==> src/verilog/pfm_defs.vh <==
`ifndef PFM_DEFS_VH
`define PFM_DEFS_VH

// ****************************************
// Register indices (byte address = 4 * index)
// ****************************************
`define PFM_IDX_CAP_ONE 10'h044
`define PFM_IDX_RES_THREE 10'h045
`define PFM_IDX_CAP_THREE 10'h046
`define PFM_IDX_SECONDARY_REF_CONTROL 10'h048
`define PFM_IDX_MARGIN_CTRL 10'h056
`define PFM_IDX_STEP_ONE_HIGH 10'h058
`define PFM_IDX_STEP_ONE_LOW 10'h059
`define PFM_IDX_SW_HIGH 10'h068
`define PFM_IDX_SW_LOW 10'h069

// ****************************************
// Field positions
// ****************************************
`define PFM_CAP_CODE_MSB 2
`define PFM_RES_CODE_MSB 6
`define PFM_RES_CODE_LSB 1
`define PFM_FRAC_BIT 0
`define PFM_SEC_RSV_HI_BIT 5
`define PFM_DOUBLER_BIT 4
`define PFM_SEC_RSV_LO_MSB 3
`define PFM_READBACK_MSB 6
`define PFM_READBACK_LSB 4
`define PFM_OPTION_MSB 3
`define PFM_OPTION_LSB 2
`define PFM_OFFSET_HIGH_MSB 1

// ****************************************
// Reset values
// ****************************************
`define PFM_RST_CAP_CODE 3'h0
`define PFM_RST_RES_CODE 6'h00
`define PFM_RST_FRAC 1'b0
`define PFM_RST_SEC_RSV_HI 1'b0
`define PFM_RST_DOUBLER 1'b1
`define PFM_RST_SEC_RSV_LO 4'h8
`define PFM_RST_OPTION 2'h0
`define PFM_RST_STEP_ONE_HIGH 2'h0
`define PFM_RST_STEP_ONE_LOW 8'hDE
`define PFM_RST_SW_HIGH 2'h0
`define PFM_RST_SW_LOW 8'h00

// ****************************************
// Margin option codes and steps
// ****************************************
`define PFM_OPT_GATED 2'h0
`define PFM_OPT_PIN_ONLY 2'h1
`define PFM_OPT_SOFTWARE 2'h2
`define PFM_STEP_NOMINAL 3'h3

// ****************************************
// Bus responses
// ****************************************
`define PFM_RESP_OKAY 2'h0
`define PFM_RESP_SLVERR 2'h2

`endif

==> src/verilog/pfm_pin_sync.v <==
`timescale 1ns/1ps
`include "pfm_defs.vh"

module pfm_pin_sync #(
	parameter WIDTH = 4
) (
	input wire aclk,
	input wire aresetn,
	input wire [WIDTH-1:0] pin_in,
	output reg [WIDTH-1:0] pin_level
);

	reg [WIDTH-1:0] stage_one;
	reg [WIDTH-1:0] stage_two;
	reg [WIDTH-1:0] stage_three;

	// ****************************************
	// Three stages per bit
	// ****************************************
	genvar i;
	generate
		for (i = 0; i < WIDTH; i = i + 1) begin : g_bit
			always @(posedge aclk) begin
				if (!aresetn) begin
					stage_one[i] <= 1'b0;
					stage_two[i] <= 1'b0;
					stage_three[i] <= 1'b0;
				end else begin
					stage_one[i] <= pin_in[i];
					stage_two[i] <= stage_one[i];
					stage_three[i] <= stage_two[i];
				end
			end
		end
	endgenerate

	// Whole vector must agree, so a step code never tears between bits
	always @(posedge aclk) begin
		if (!aresetn) begin
			pin_level <= {WIDTH{1'b0}};
		end else if (stage_two == stage_three) begin
			pin_level <= stage_three;
		end
	end

endmodule // pfm_pin_sync

==> src/verilog/pfm_margin_sel.v <==
`timescale 1ns/1ps
`include "pfm_defs.vh"

module pfm_margin_sel (
	input wire aclk,
	input wire aresetn,
	input wire [1:0] option,
	input wire gate_level,
	input wire [2:0] step_level,
	output reg [2:0] applied_step,
	output reg use_software
);

	reg [2:0] next_applied_step;
	reg next_use_software;

	// ****************************************
	// Offset source choice
	// ****************************************
	always @* begin
		next_applied_step = `PFM_STEP_NOMINAL;
		next_use_software = 1'b0;
		case (option)
			`PFM_OPT_GATED: begin
				if (!gate_level) begin
					next_applied_step = step_level;
				end else begin
					next_applied_step = `PFM_STEP_NOMINAL;
				end
			end
			`PFM_OPT_PIN_ONLY: begin
				next_applied_step = step_level;
			end
			`PFM_OPT_SOFTWARE: begin
				next_use_software = 1'b1;
			end
			default: begin
				// Undefined option parks on nominal loading
				next_applied_step = `PFM_STEP_NOMINAL;
			end
		endcase
	end

	always @(posedge aclk) begin
		if (!aresetn) begin
			applied_step <= `PFM_STEP_NOMINAL;
			use_software <= 1'b0;
		end else begin
			applied_step <= next_applied_step;
			use_software <= next_use_software;
		end
	end

endmodule // pfm_margin_sel

==> src/verilog/pfm_regs.v <==
// Implementation choice: the AXI4-Lite register port.
`timescale 1ns/1ps
`include "pfm_defs.vh"

module pfm_regs (
	input wire aclk,
	input wire aresetn,
	input wire [11:0] s_axi_awaddr,
	input wire [2:0] s_axi_awprot,
	input wire s_axi_awvalid,
	output reg s_axi_awready,
	input wire [31:0] s_axi_wdata,
	input wire [3:0] s_axi_wstrb,
	input wire s_axi_wvalid,
	output reg s_axi_wready,
	output reg [1:0] s_axi_bresp,
	output reg s_axi_bvalid,
	input wire s_axi_bready,
	input wire [11:0] s_axi_araddr,
	input wire [2:0] s_axi_arprot,
	input wire s_axi_arvalid,
	output reg s_axi_arready,
	output reg [31:0] s_axi_rdata,
	output reg [1:0] s_axi_rresp,
	output reg s_axi_rvalid,
	input wire s_axi_rready,
	input wire margin_gate_pin,
	input wire [2:0] margin_step_pin,
	output reg [2:0] filter_cap_one_code,
	output reg [5:0] filter_res_three_code,
	output reg filter_fractional_select,
	output reg [2:0] filter_cap_three_code,
	output reg secondary_doubler_enable,
	output reg [1:0] margin_option,
	output reg [9:0] step_one_offset_value,
	output reg [9:0] software_offset_value,
	output wire [2:0] margin_step_applied,
	output wire margin_software_mode
);

	// ****************************************
	// Address decode
	// ****************************************
	function is_mapped;
		input [9:0] idx;
		begin
			case (idx)
				`PFM_IDX_CAP_ONE,
				`PFM_IDX_RES_THREE,
				`PFM_IDX_CAP_THREE,
				`PFM_IDX_SECONDARY_REF_CONTROL,
				`PFM_IDX_MARGIN_CTRL,
				`PFM_IDX_STEP_ONE_HIGH,
				`PFM_IDX_STEP_ONE_LOW,
				`PFM_IDX_SW_HIGH,
				`PFM_IDX_SW_LOW: is_mapped = 1'b1;
				default: is_mapped = 1'b0;
			endcase
		end
	endfunction

	// ****************************************
	// State
	// ****************************************
	reg sec_reserved_high;
	reg [3:0] sec_reserved_low;
	reg aw_full;
	reg w_full;
	reg [9:0] aw_index;
	reg [7:0] w_byte;
	reg w_lane;
	reg [7:0] read_byte;
	wire [3:0] pin_level;
	wire [2:0] step_level;
	wire gate_level;
	wire do_write;
	wire store_en;
	wire [9:0] ar_index;

	assign step_level = pin_level[2:0];
	assign gate_level = pin_level[3];
	assign do_write = aw_full && w_full && !s_axi_bvalid;
	assign ar_index = s_axi_araddr[11:2];

	// ****************************************
	// Pin synchroniser and source choice
	// ****************************************
	pfm_pin_sync #(
		.WIDTH(4)
	) u_pin_sync (
		.aclk(aclk),
		.aresetn(aresetn),
		.pin_in({margin_gate_pin, margin_step_pin}),
		.pin_level(pin_level)
	);

	pfm_margin_sel u_margin_sel (
		.aclk(aclk),
		.aresetn(aresetn),
		.option(margin_option),
		.gate_level(gate_level),
		.step_level(step_level),
		.applied_step(margin_step_applied),
		.use_software(margin_software_mode)
	);

	// ****************************************
	// Write channels
	// ****************************************
	// Address and data may arrive in either order; each is held until both are in
	always @(posedge aclk) begin
		if (!aresetn) begin
			s_axi_awready <= 1'b1;
			s_axi_wready <= 1'b1;
			aw_full <= 1'b0;
			w_full <= 1'b0;
			aw_index <= 10'h000;
			w_byte <= 8'h00;
			w_lane <= 1'b0;
			s_axi_bvalid <= 1'b0;
			s_axi_bresp <= `PFM_RESP_OKAY;
		end else begin
			if (s_axi_awvalid && s_axi_awready) begin
				aw_full <= 1'b1;
				aw_index <= s_axi_awaddr[11:2];
				s_axi_awready <= 1'b0;
			end
			if (s_axi_wvalid && s_axi_wready) begin
				w_full <= 1'b1;
				w_byte <= s_axi_wdata[7:0];
				w_lane <= s_axi_wstrb[0];
				s_axi_wready <= 1'b0;
			end
			if (do_write) begin
				aw_full <= 1'b0;
				w_full <= 1'b0;
				s_axi_bvalid <= 1'b1;
				s_axi_bresp <= is_mapped(aw_index) ? `PFM_RESP_OKAY : `PFM_RESP_SLVERR;
			end
			if (s_axi_bvalid && s_axi_bready) begin
				s_axi_bvalid <= 1'b0;
				s_axi_awready <= 1'b1;
				s_axi_wready <= 1'b1;
			end
		end
	end

	// ****************************************
	// Register storage
	// ****************************************
	// Only the low byte lane carries data; upper lanes are ignored
	assign store_en = do_write && w_lane;

	always @(posedge aclk) begin
		if (!aresetn) begin
			filter_cap_one_code <= `PFM_RST_CAP_CODE;
		end else if (store_en && aw_index == `PFM_IDX_CAP_ONE) begin
			filter_cap_one_code <= w_byte[`PFM_CAP_CODE_MSB:0];
		end
	end

	always @(posedge aclk) begin
		if (!aresetn) begin
			filter_res_three_code <= `PFM_RST_RES_CODE;
			filter_fractional_select <= `PFM_RST_FRAC;
		end else if (store_en && aw_index == `PFM_IDX_RES_THREE) begin
			filter_res_three_code <= w_byte[`PFM_RES_CODE_MSB:`PFM_RES_CODE_LSB];
			filter_fractional_select <= w_byte[`PFM_FRAC_BIT];
		end
	end

	always @(posedge aclk) begin
		if (!aresetn) begin
			filter_cap_three_code <= `PFM_RST_CAP_CODE;
		end else if (store_en && aw_index == `PFM_IDX_CAP_THREE) begin
			filter_cap_three_code <= w_byte[`PFM_CAP_CODE_MSB:0];
		end
	end

	always @(posedge aclk) begin
		if (!aresetn) begin
			secondary_doubler_enable <= `PFM_RST_DOUBLER;
		end else if (store_en && aw_index == `PFM_IDX_SECONDARY_REF_CONTROL) begin
			secondary_doubler_enable <= w_byte[`PFM_DOUBLER_BIT];
		end
	end

	// Reserved bits are kept so software reads back what it wrote
	always @(posedge aclk) begin
		if (!aresetn) begin
			sec_reserved_high <= `PFM_RST_SEC_RSV_HI;
			sec_reserved_low <= `PFM_RST_SEC_RSV_LO;
		end else if (store_en && aw_index == `PFM_IDX_SECONDARY_REF_CONTROL) begin
			sec_reserved_high <= w_byte[`PFM_SEC_RSV_HI_BIT];
			sec_reserved_low <= w_byte[`PFM_SEC_RSV_LO_MSB:0];
		end
	end

	// Readback field is read-only; write bits there are dropped
	always @(posedge aclk) begin
		if (!aresetn) begin
			margin_option <= `PFM_RST_OPTION;
		end else if (store_en && aw_index == `PFM_IDX_MARGIN_CTRL) begin
			margin_option <= w_byte[`PFM_OPTION_MSB:`PFM_OPTION_LSB];
		end
	end

	// Halves are written one at a time, so a pair update is not atomic
	always @(posedge aclk) begin
		if (!aresetn) begin
			step_one_offset_value <= {`PFM_RST_STEP_ONE_HIGH, `PFM_RST_STEP_ONE_LOW};
		end else if (store_en && aw_index == `PFM_IDX_STEP_ONE_HIGH) begin
			step_one_offset_value[9:8] <= w_byte[`PFM_OFFSET_HIGH_MSB:0];
		end else if (store_en && aw_index == `PFM_IDX_STEP_ONE_LOW) begin
			step_one_offset_value[7:0] <= w_byte;
		end
	end

	// Software offset only matters while option 2 is selected
	always @(posedge aclk) begin
		if (!aresetn) begin
			software_offset_value <= {`PFM_RST_SW_HIGH, `PFM_RST_SW_LOW};
		end else if (store_en && aw_index == `PFM_IDX_SW_HIGH) begin
			software_offset_value[9:8] <= w_byte[`PFM_OFFSET_HIGH_MSB:0];
		end else if (store_en && aw_index == `PFM_IDX_SW_LOW) begin
			software_offset_value[7:0] <= w_byte;
		end
	end

	// ****************************************
	// Read mux
	// ****************************************
	always @* begin
		read_byte = 8'h00;
		case (ar_index)
			`PFM_IDX_CAP_ONE: begin
				read_byte = {5'h00, filter_cap_one_code};
			end
			`PFM_IDX_RES_THREE: begin
				read_byte = {1'b0, filter_res_three_code, filter_fractional_select};
			end
			`PFM_IDX_CAP_THREE: begin
				read_byte = {5'h00, filter_cap_three_code};
			end
			`PFM_IDX_SECONDARY_REF_CONTROL: begin
				read_byte = {2'h0, sec_reserved_high, secondary_doubler_enable, sec_reserved_low};
			end
			`PFM_IDX_MARGIN_CTRL: begin
				read_byte = {1'b0, step_level, margin_option, 2'h0};
			end
			`PFM_IDX_STEP_ONE_HIGH: begin
				read_byte = {6'h00, step_one_offset_value[9:8]};
			end
			`PFM_IDX_STEP_ONE_LOW: begin
				read_byte = step_one_offset_value[7:0];
			end
			`PFM_IDX_SW_HIGH: begin
				read_byte = {6'h00, software_offset_value[9:8]};
			end
			`PFM_IDX_SW_LOW: begin
				read_byte = software_offset_value[7:0];
			end
			default: begin
				read_byte = 8'h00;
			end
		endcase
	end

	// ****************************************
	// Read channels
	// ****************************************
	// Data sampled at the address edge, held stable until rready
	always @(posedge aclk) begin
		if (!aresetn) begin
			s_axi_arready <= 1'b1;
			s_axi_rvalid <= 1'b0;
			s_axi_rdata <= 32'h0000_0000;
			s_axi_rresp <= `PFM_RESP_OKAY;
		end else begin
			if (s_axi_arvalid && s_axi_arready) begin
				s_axi_arready <= 1'b0;
				s_axi_rvalid <= 1'b1;
				s_axi_rdata <= {24'h00_0000, read_byte};
				s_axi_rresp <= is_mapped(ar_index) ? `PFM_RESP_OKAY : `PFM_RESP_SLVERR;
			end
			if (s_axi_rvalid && s_axi_rready) begin
				s_axi_rvalid <= 1'b0;
				s_axi_arready <= 1'b1;
			end
		end
	end

endmodule // pfm_regs

==> config.mk <==
export PLATFORM = sky130hd
export DESIGN_NAME = pfm_regs
export DESIGN_NICKNAME = d
export VERILOG_FILES = /design/src/verilog/pfm_pin_sync.v /design/src/verilog/pfm_margin_sel.v /design/src/verilog/pfm_regs.v
export VERILOG_INCLUDE_DIRS = /design/src /design/src/verilog
export SDC_FILE = /design/constraint.sdc
export NUM_CORES = 1
export LEC_CHECK = 0
export ABC_CLOCK_PERIOD_IN_PS = 1640
export BUFFER_PORTS_ARGS = -buffer_cell sky130_fd_sc_hd__buf_2
export CORE_MARGIN = 2
export CORE_UTILIZATION = 45
export DETAILED_ROUTE_END_ITERATION = 7
export PLACE_DENSITY = 0.75
export SYNTH_ARGS = -nofsm -noshare
export SYNTH_HDL_FRONTEND = slang
export SYNTH_SLANG_ARGS = --single-unit
==> constraint.sdc <==
create_clock -name aclk -period 1.64 [get_ports aclk]
set_input_delay 0.164 -clock aclk [delete_from_list [all_inputs] [get_ports aclk]]
set_output_delay 0.164 -clock aclk [all_outputs]
set_load 0.02 [all_outputs]
# ---- Word-level counts from Yosys, hierarchy flattened
# Cells that the tools add are included.
dict set report word_totals {
  wordCells 102
  latchBits 0
  ram_bits 0
  input_bits 77
  memories 0
  out_inout_bits 81
  regBits 99
  mem_bits_ro 0
}
dict set report classes {
  magnitude_cmp 0
  n_eq_ne 21
  shift 0
  n_mul 0
  div_mod_pow 0
  addsub 0
  n_reduce_logical 26
  muxes 12
  bitwise_logic 3
}
# operator count
set ops {}
lappend ops {{10-bit by 7-bit equality test with 1-bit output (second input constant)} 18}
lappend ops {{8-bit case mux with 9 select lines} 1}
lappend ops {{9-bit OR reduction} 2}
lappend ops {{1-bit logical AND} 17}
lappend ops {{1-bit two-way mux} 7}
lappend ops {{3-bit case mux with 2 select lines} 1}
lappend ops {{2-bit OR reduction} 3}
lappend ops {{4-bit equality test} 1}
lappend ops {{2-bit two-way mux} 2}
lappend ops {{2-bit AND reduction} 2}
lappend ops {{3-bit two-way mux} 1}
lappend ops {{1-bit NOT} 3}
lappend ops {{2-bit by 1-bit equality test with 1-bit output (second input constant)} 1}
lappend ops {{2-bit equality test (second input constant)} 1}
lappend ops {{2-bit logical NOT} 1}
lappend ops {{1-bit logical NOT} 1}

# ---- Depth between registers and ports, before layout
dict set report logic_depth {
  depth_word 6
  mapped_depth 6
  ltp_nobuf 5
}

# ---- Hierarchy
# Synthesis repeated with hierarchy kept, for this count alone.
dict set report hier_totals {
  hier_cells 477
  hier_area_um2 4435.5
}
# mod seq_area_each_um2 instances area_each_um2 cells_per_inst
set modules_own_cells {}
lappend modules_own_cells {pfm_regs 1541.5 1 3778.6 421}
lappend modules_own_cells {pfm_pin_sync 320.3 1 529.3 47}
lappend modules_own_cells {pfm_margin_sel 80.1 1 127.6 9}

# ---- Least setup slack after synthesis
# No wires, ideal clock.
dict set report synth_timing {
  kind {flip-flop to flip-flop}
  start {register aw_index[9]}
  end {register step_one_offset_value[1]}
  period_less_slack_ps 1798
  required_time_ps 1511
  path_buffers 0
  arrival_time_ps 1669
  setup_ps 129
  path_stages_with_launch 6
  path_slack_ps -158
  cell_sequence {dfxtp_1 -> or4b_1 -> nor4b_2 -> nand2_2 -> mux2i_1 -> nand2_1}
}
dict set report synth_via {
  elab_chain_len 4
  elab_cells_between_ends 6
  classes_between {2 x eq/ne; 1 x bitwise; 3 x reduce/logical}
}
# element line
set synth_lines {}
lappend synth_lines {{start, declared} pfm_regs.v:69} ;# reg [9:0] aw_index;
lappend synth_lines {{start signal, assigned} pfm_regs.v:125} ;# aw_index <= s_axi_awaddr[11:2];
lappend synth_lines {{10-bit by 7-bit equality test with 1-bit output} -}
lappend synth_lines {{1-bit logical AND (no line)} -}
lappend synth_lines {{1-bit NOT (no line)} -}
lappend synth_lines {{2-bit AND reduction (no line) (*)} -}
lappend synth_lines {{end signal, assigned} pfm_regs.v:211} ;# step_one_offset_value <= {`PFM_RST_STEP_ONE_HIGH, `PFM_RST_STEP_ONE_LOW};
lappend synth_lines {{end signal, assigned} pfm_regs.v:215} ;# step_one_offset_value[7:0] <= w_byte;
lappend synth_lines {{end, declared} pfm_regs.v:35} ;# output reg [9:0] step_one_offset_value,
# Every way passes the cells marked *; elsewhere a longest branch is shown, timed or not.
# A chain may end at the register's enable or synchronous reset.

# ---- Worst setup path after layout
dict set report layout_timing {
  start {register aw_index[9]}
  end {register step_one_offset_value[2]}
}
# The elaborated chain is that of the path after synthesis.

==> qor.tcl <==
set qor(failed_checks) {negative setup slack}
set qor(totalPowerFinal_uw) 4500
set qor(insertion_delay_ns) 0.37
set qor(crit_path_start_kind) {flop}
set qor(async_flop_share_pct) 0
set qor(final.setup_skew_ns) 0.00927
set qor(ctsHtreeMaxLevel) 3
set qor(worst_r2r_endpoint) {step_one_offset_value[2]$_SDFFE_PN1P_}
set qor(fmax_ghz) 0.538
set qor(pin_count) 158
set qor(post-synth-top-area-cell) {sky130_fd_sc_hd__dfxtp_1}
set qor(place.port_buffers) 94
set qor(tot_gr_track_use_pct) 21.8
set qor(std_cell_rows) 35
set qor(p_leak_uw) 0.00251
set qor(global_route_wire_length_before_repair_um) 17800
set qor(p_switching_uw) 1290
set qor(critPathArrivalTime_ns) 2.11
set qor(floorplan.initialDensity_pct) 46.5
set qor(post-synth-top-count-cell) {sky130_fd_sc_hd__dfxtp_1}
set qor(synth_area_mm2) 0.00432
set qor(synthCells) 479
set qor(synth_cell_types) 62
set qor(place.detailed.hpwl_um) 8180
set qor(whs_path_depth) 3
set qor(yosys_warnings) 0
set qor(critical_path.reg2reg.startpoint) {aw_index[9]$_SDFFE_PN0P_}
set qor(cp_max_fo) 8
set qor(detailedRoute.firstPassIterationCount) 5
set qor(ys_seq_elements) 97
set qor(setup_viol) 41
set qor(synth_top_cells_by_area) {sky130_fd_sc_hd__dfxtp_1 45%, sky130_fd_sc_hd__mux2i_1 8.3%, sky130_fd_sc_hd__nand2_1 6.8%}
set qor(internal_power_uw) 3210
set qor(finalWeightedCongestion) 0.936
set qor(syn_area_per_cell_um2) 9.02
set qor(n_diodes) 0
set qor(grt_setup_unrepaired) {yes}
set qor(netlist_top_cells_count) {97 x sky130_fd_sc_hd__dfxtp_1, 78 x sky130_fd_sc_hd__nand2_1, 37 x sky130_fd_sc_hd__nor2_1, 36 x sky130_fd_sc_hd__mux2i_1, 35 x sky130_fd_sc_hd__a21oi_1}
set qor(max_cap_violations) 0
set qor(synth-seq-area-share_pct) 44.9
set qor(grt_pass1_vias) 3681
set qor(fin_ws_ns) -0.219
set qor(detail_route.drc_violations) 0
set qor(num-nets-final) 690
set qor(synth-main-ff-cell) {sky130_fd_sc_hd__dfxtp_1}
set qor(power-per-cell-area_mw_per_mm2) 815
set qor(grt_start_max_net_pins) 40
set qor(post-synth-top-area-fraction_pct) 44.9
set qor(antenna_violations_before_repair) 0
set qor(clk_pin_slew_ns) 0.10
set qor(required_ns) 1.89
set qor(ir_worst_vdd_mv) 0.503
set qor(cts-root-to-sink-buffers) 2
set qor(status) {finished, violations left}
set qor(via_per_inst) 5.29
set qor(route.detailed.wl_per_inst_um) 15.1
set qor(groute.layer.met3.usage_pct) 4.45
set qor(startpoint) {aw_index[9]$_SDFFE_PN0P_}
set qor(tritoncts) {done}
set qor(power_switching_share_pct) 28.6
set qor(hold_violations) 0
set qor(timing.hold.worst.start) {s_axi_awaddr[10]}
set qor(route.final.wire_length_um) 11300
set qor(clk_root_buffer_cell) {sky130_fd_sc_hd__clkbuf_8}
set qor(route.vias.total) 3949
set qor(clock-sinks) 97
set qor(fraction_of_met2_tracks_used_by_global_routing_pct) 36.3
set qor(floorplan.die_area_mm2) 0.0104
set qor(top_usage_layer) {met2}
set qor(p_seq_share_pct) 55.1
set qor(maxSlewViolCount) 0
set qor(worstSetupPathType) {flop to flop}
set qor(pwr-share-clk_pct) 34.0
set qor(worst_hold_path.endpoint) {aw_index[8]$_SDFFE_PN0P_}
set qor(period_minus_slack_ns) 1.86
set qor(area.growth.synth_to_final_pct) 27.8
set qor(post_route_cells_drive_above_1_share_pct) 33.3
set qor(placeableCoreArea_mm2) 0.00928
set qor(global_route.usage.met1_pct) 28.0
set qor(cts_buffers) 9
set qor(die_width_um) 102
set qor(reg2reg_slack_ns) -0.22
set qor(total_negative_setup_slacks_ns) -5.61
set qor(drtAntennaViolNets) 0
set qor(timing.critical_path.to_type) {flop}
set qor(hold_path_class) {input port to flop}
set qor(drt_first_iter_violations) 268
set qor(post-route-period-util_pct) 113
set qor(grt_overflow_total) 0
set qor(reg2regPathDepth) 5
set qor(synth_enable_flop_cells) 0
set qor(power_frac_comb_pct) 10.9
set qor(die_h_um) 102
-- critical path, cell delays in order, from the launching register on --
cell and delay [ns]:
sky130_fd_sc_hd__dfxtp_2 0.34, sky130_fd_sc_hd__or4b_4 0.56, sky130_fd_sc_hd__nor4b_4 0.37, sky130_fd_sc_hd__nand2_4 0.19
sky130_fd_sc_hd__mux2i_1 0.20, sky130_fd_sc_hd__nand2_1 0.07
-- layer usage --
metal,vias to the layer above,wire [um]
li1,1898,-
met1,1870,4830
met2,163,5540
met3,18,738
met4,0,174
met5,-,0
-- state kept, by name, indices dropped and copies added (netlist names), 2 cells and up --
register / cells
aw_index: 10
filter_cap_one_code: 3
u_pin_sync.stage_one: 4
u_margin_sel.applied_step: 3
u_pin_sync.stage_three: 4
filter_cap_three_code: 3
step_one_offset_value: 10
u_pin_sync.pin_level: 4
u_pin_sync.stage_two: 4
margin_option: 2
filter_res_three_code: 6
s_axi_rdata: 8
w_byte: 8
software_offset_value: 10
sec_reserved_low: 4
-- cell usage in the layout (no fill, tap or decap), drive strengths merged, types with 2 or more instances in the layout --
| cell | Yosys | final |
|---|---|---|
| nor4b | 5 | 5 |
| a211oi | 3 | 3 |
| nand4b | 2 | 2 |
| mux2 | 3 | 3 |
| dlygate4sd3 | 0 | 5 |
| nor4 | 4 | 4 |
| o21ai | 13 | 13 |
| buf | 32 | 140 |
| nor2 | 38 | 38 |
| or4b | 5 | 5 |
| and3 | 2 | 2 |
| nand2 | 81 | 81 |
| and2 | 15 | 15 |
| nand2b | 4 | 4 |
| nor3b | 7 | 7 |
| or3 | 2 | 2 |
| xnor2 | 4 | 4 |
| or2b | 2 | 2 |
| clkinv | 1 | 2 |
| mux2i | 36 | 36 |
| clkbuf | 15 | 9 |
| nor2b | 2 | 2 |
| nor3 | 2 | 2 |
| nand3 | 23 | 23 |
| o211ai | 2 | 2 |
| a22oi | 8 | 8 |
| nand4 | 5 | 5 |
| dfxtp | 97 | 97 |
| conb | 1 | 26 |
| inv | 6 | 11 |
| a21oi | 35 | 35 |
| or3b | 2 | 2 |
| a221oi | 10 | 10 |
-- repair_timing --
action / 4_1_cts / 5_1_grt
hold endpoints to repair: 5 / 0
gates resized for setup: 13 / 12
gates cloned: 1 / 0
setup endpoints to repair: 41 / 42
buffers inserted: 1 / 0
pin swaps: 5 / 6
hold buffers: 5 / 0
-- power groups by stage --
stage	sequential [uW]	combinational [uW]	clock [uW]
floorplan	2530	330	0
global placement	2520	458	0
detailed placement	2530	468	0
CTS	2480	483	1550
global route	2490	535	1660
finish	2480	490	1530
-- final cells by class --
| cell class | count | area, um2 |
|---|---|---|
| clock buffer | 9 | 124 |
| fill | 840 | 3760 |
| timing repair buffer | 145 | 886 |
| clock inverter | 7 | 70.1 |
| tap | 129 | 161 |
| inverter | 7 | 26.3 |
| sequential | 97 | 1950 |
| multi-input combinational | 353 | 2310 |
-- worst max path at each step --
stage / end
finish: step_one_offset_value[2]$_SDFFE_PN1P_
global route: step_one_offset_value[2]$_SDFFE_PN1P_
CTS: step_one_offset_value[2]$_SDFFE_PN1P_
detailed placement: s_axi_rdata[0]$_SDFFE_PN0P_
global placement: s_axi_rdata[0]$_SDFFE_PN0P_
floorplan: step_one_offset_value[1]$_SDFFE_PN1P_
-- through the flow --
stage	area [um2]	std cells	setup WS (ns)	utilization (%)	hold slack, ns
2_1_floorplan	4490	504	-0.0584	-	0.264
3_3_place_gp	5160	724	-0.156	55.6	0.371
3_5_place_dp	5160	724	-0.246	55.6	0.378
4_1_cts	5480	747	-0.183	59.0	0.0112
5_1_grt	5520	747	-0.301	59.5	0.0250
6_report	5520	747	-0.219	59.5	0.0185
-- kinds of logic after synthesis --
family          Yosys count  share of synthesized area [%]
xor+xnor                  4                          0.811
flops                    97                           44.9
compound gates           79                           12.0
buf+inv                  54                           7.56
other cells               1                         0.0868
simple gates            205                           25.5
mux                      39                           9.12
No activity file was read; power rests on OpenSTA's default activity.
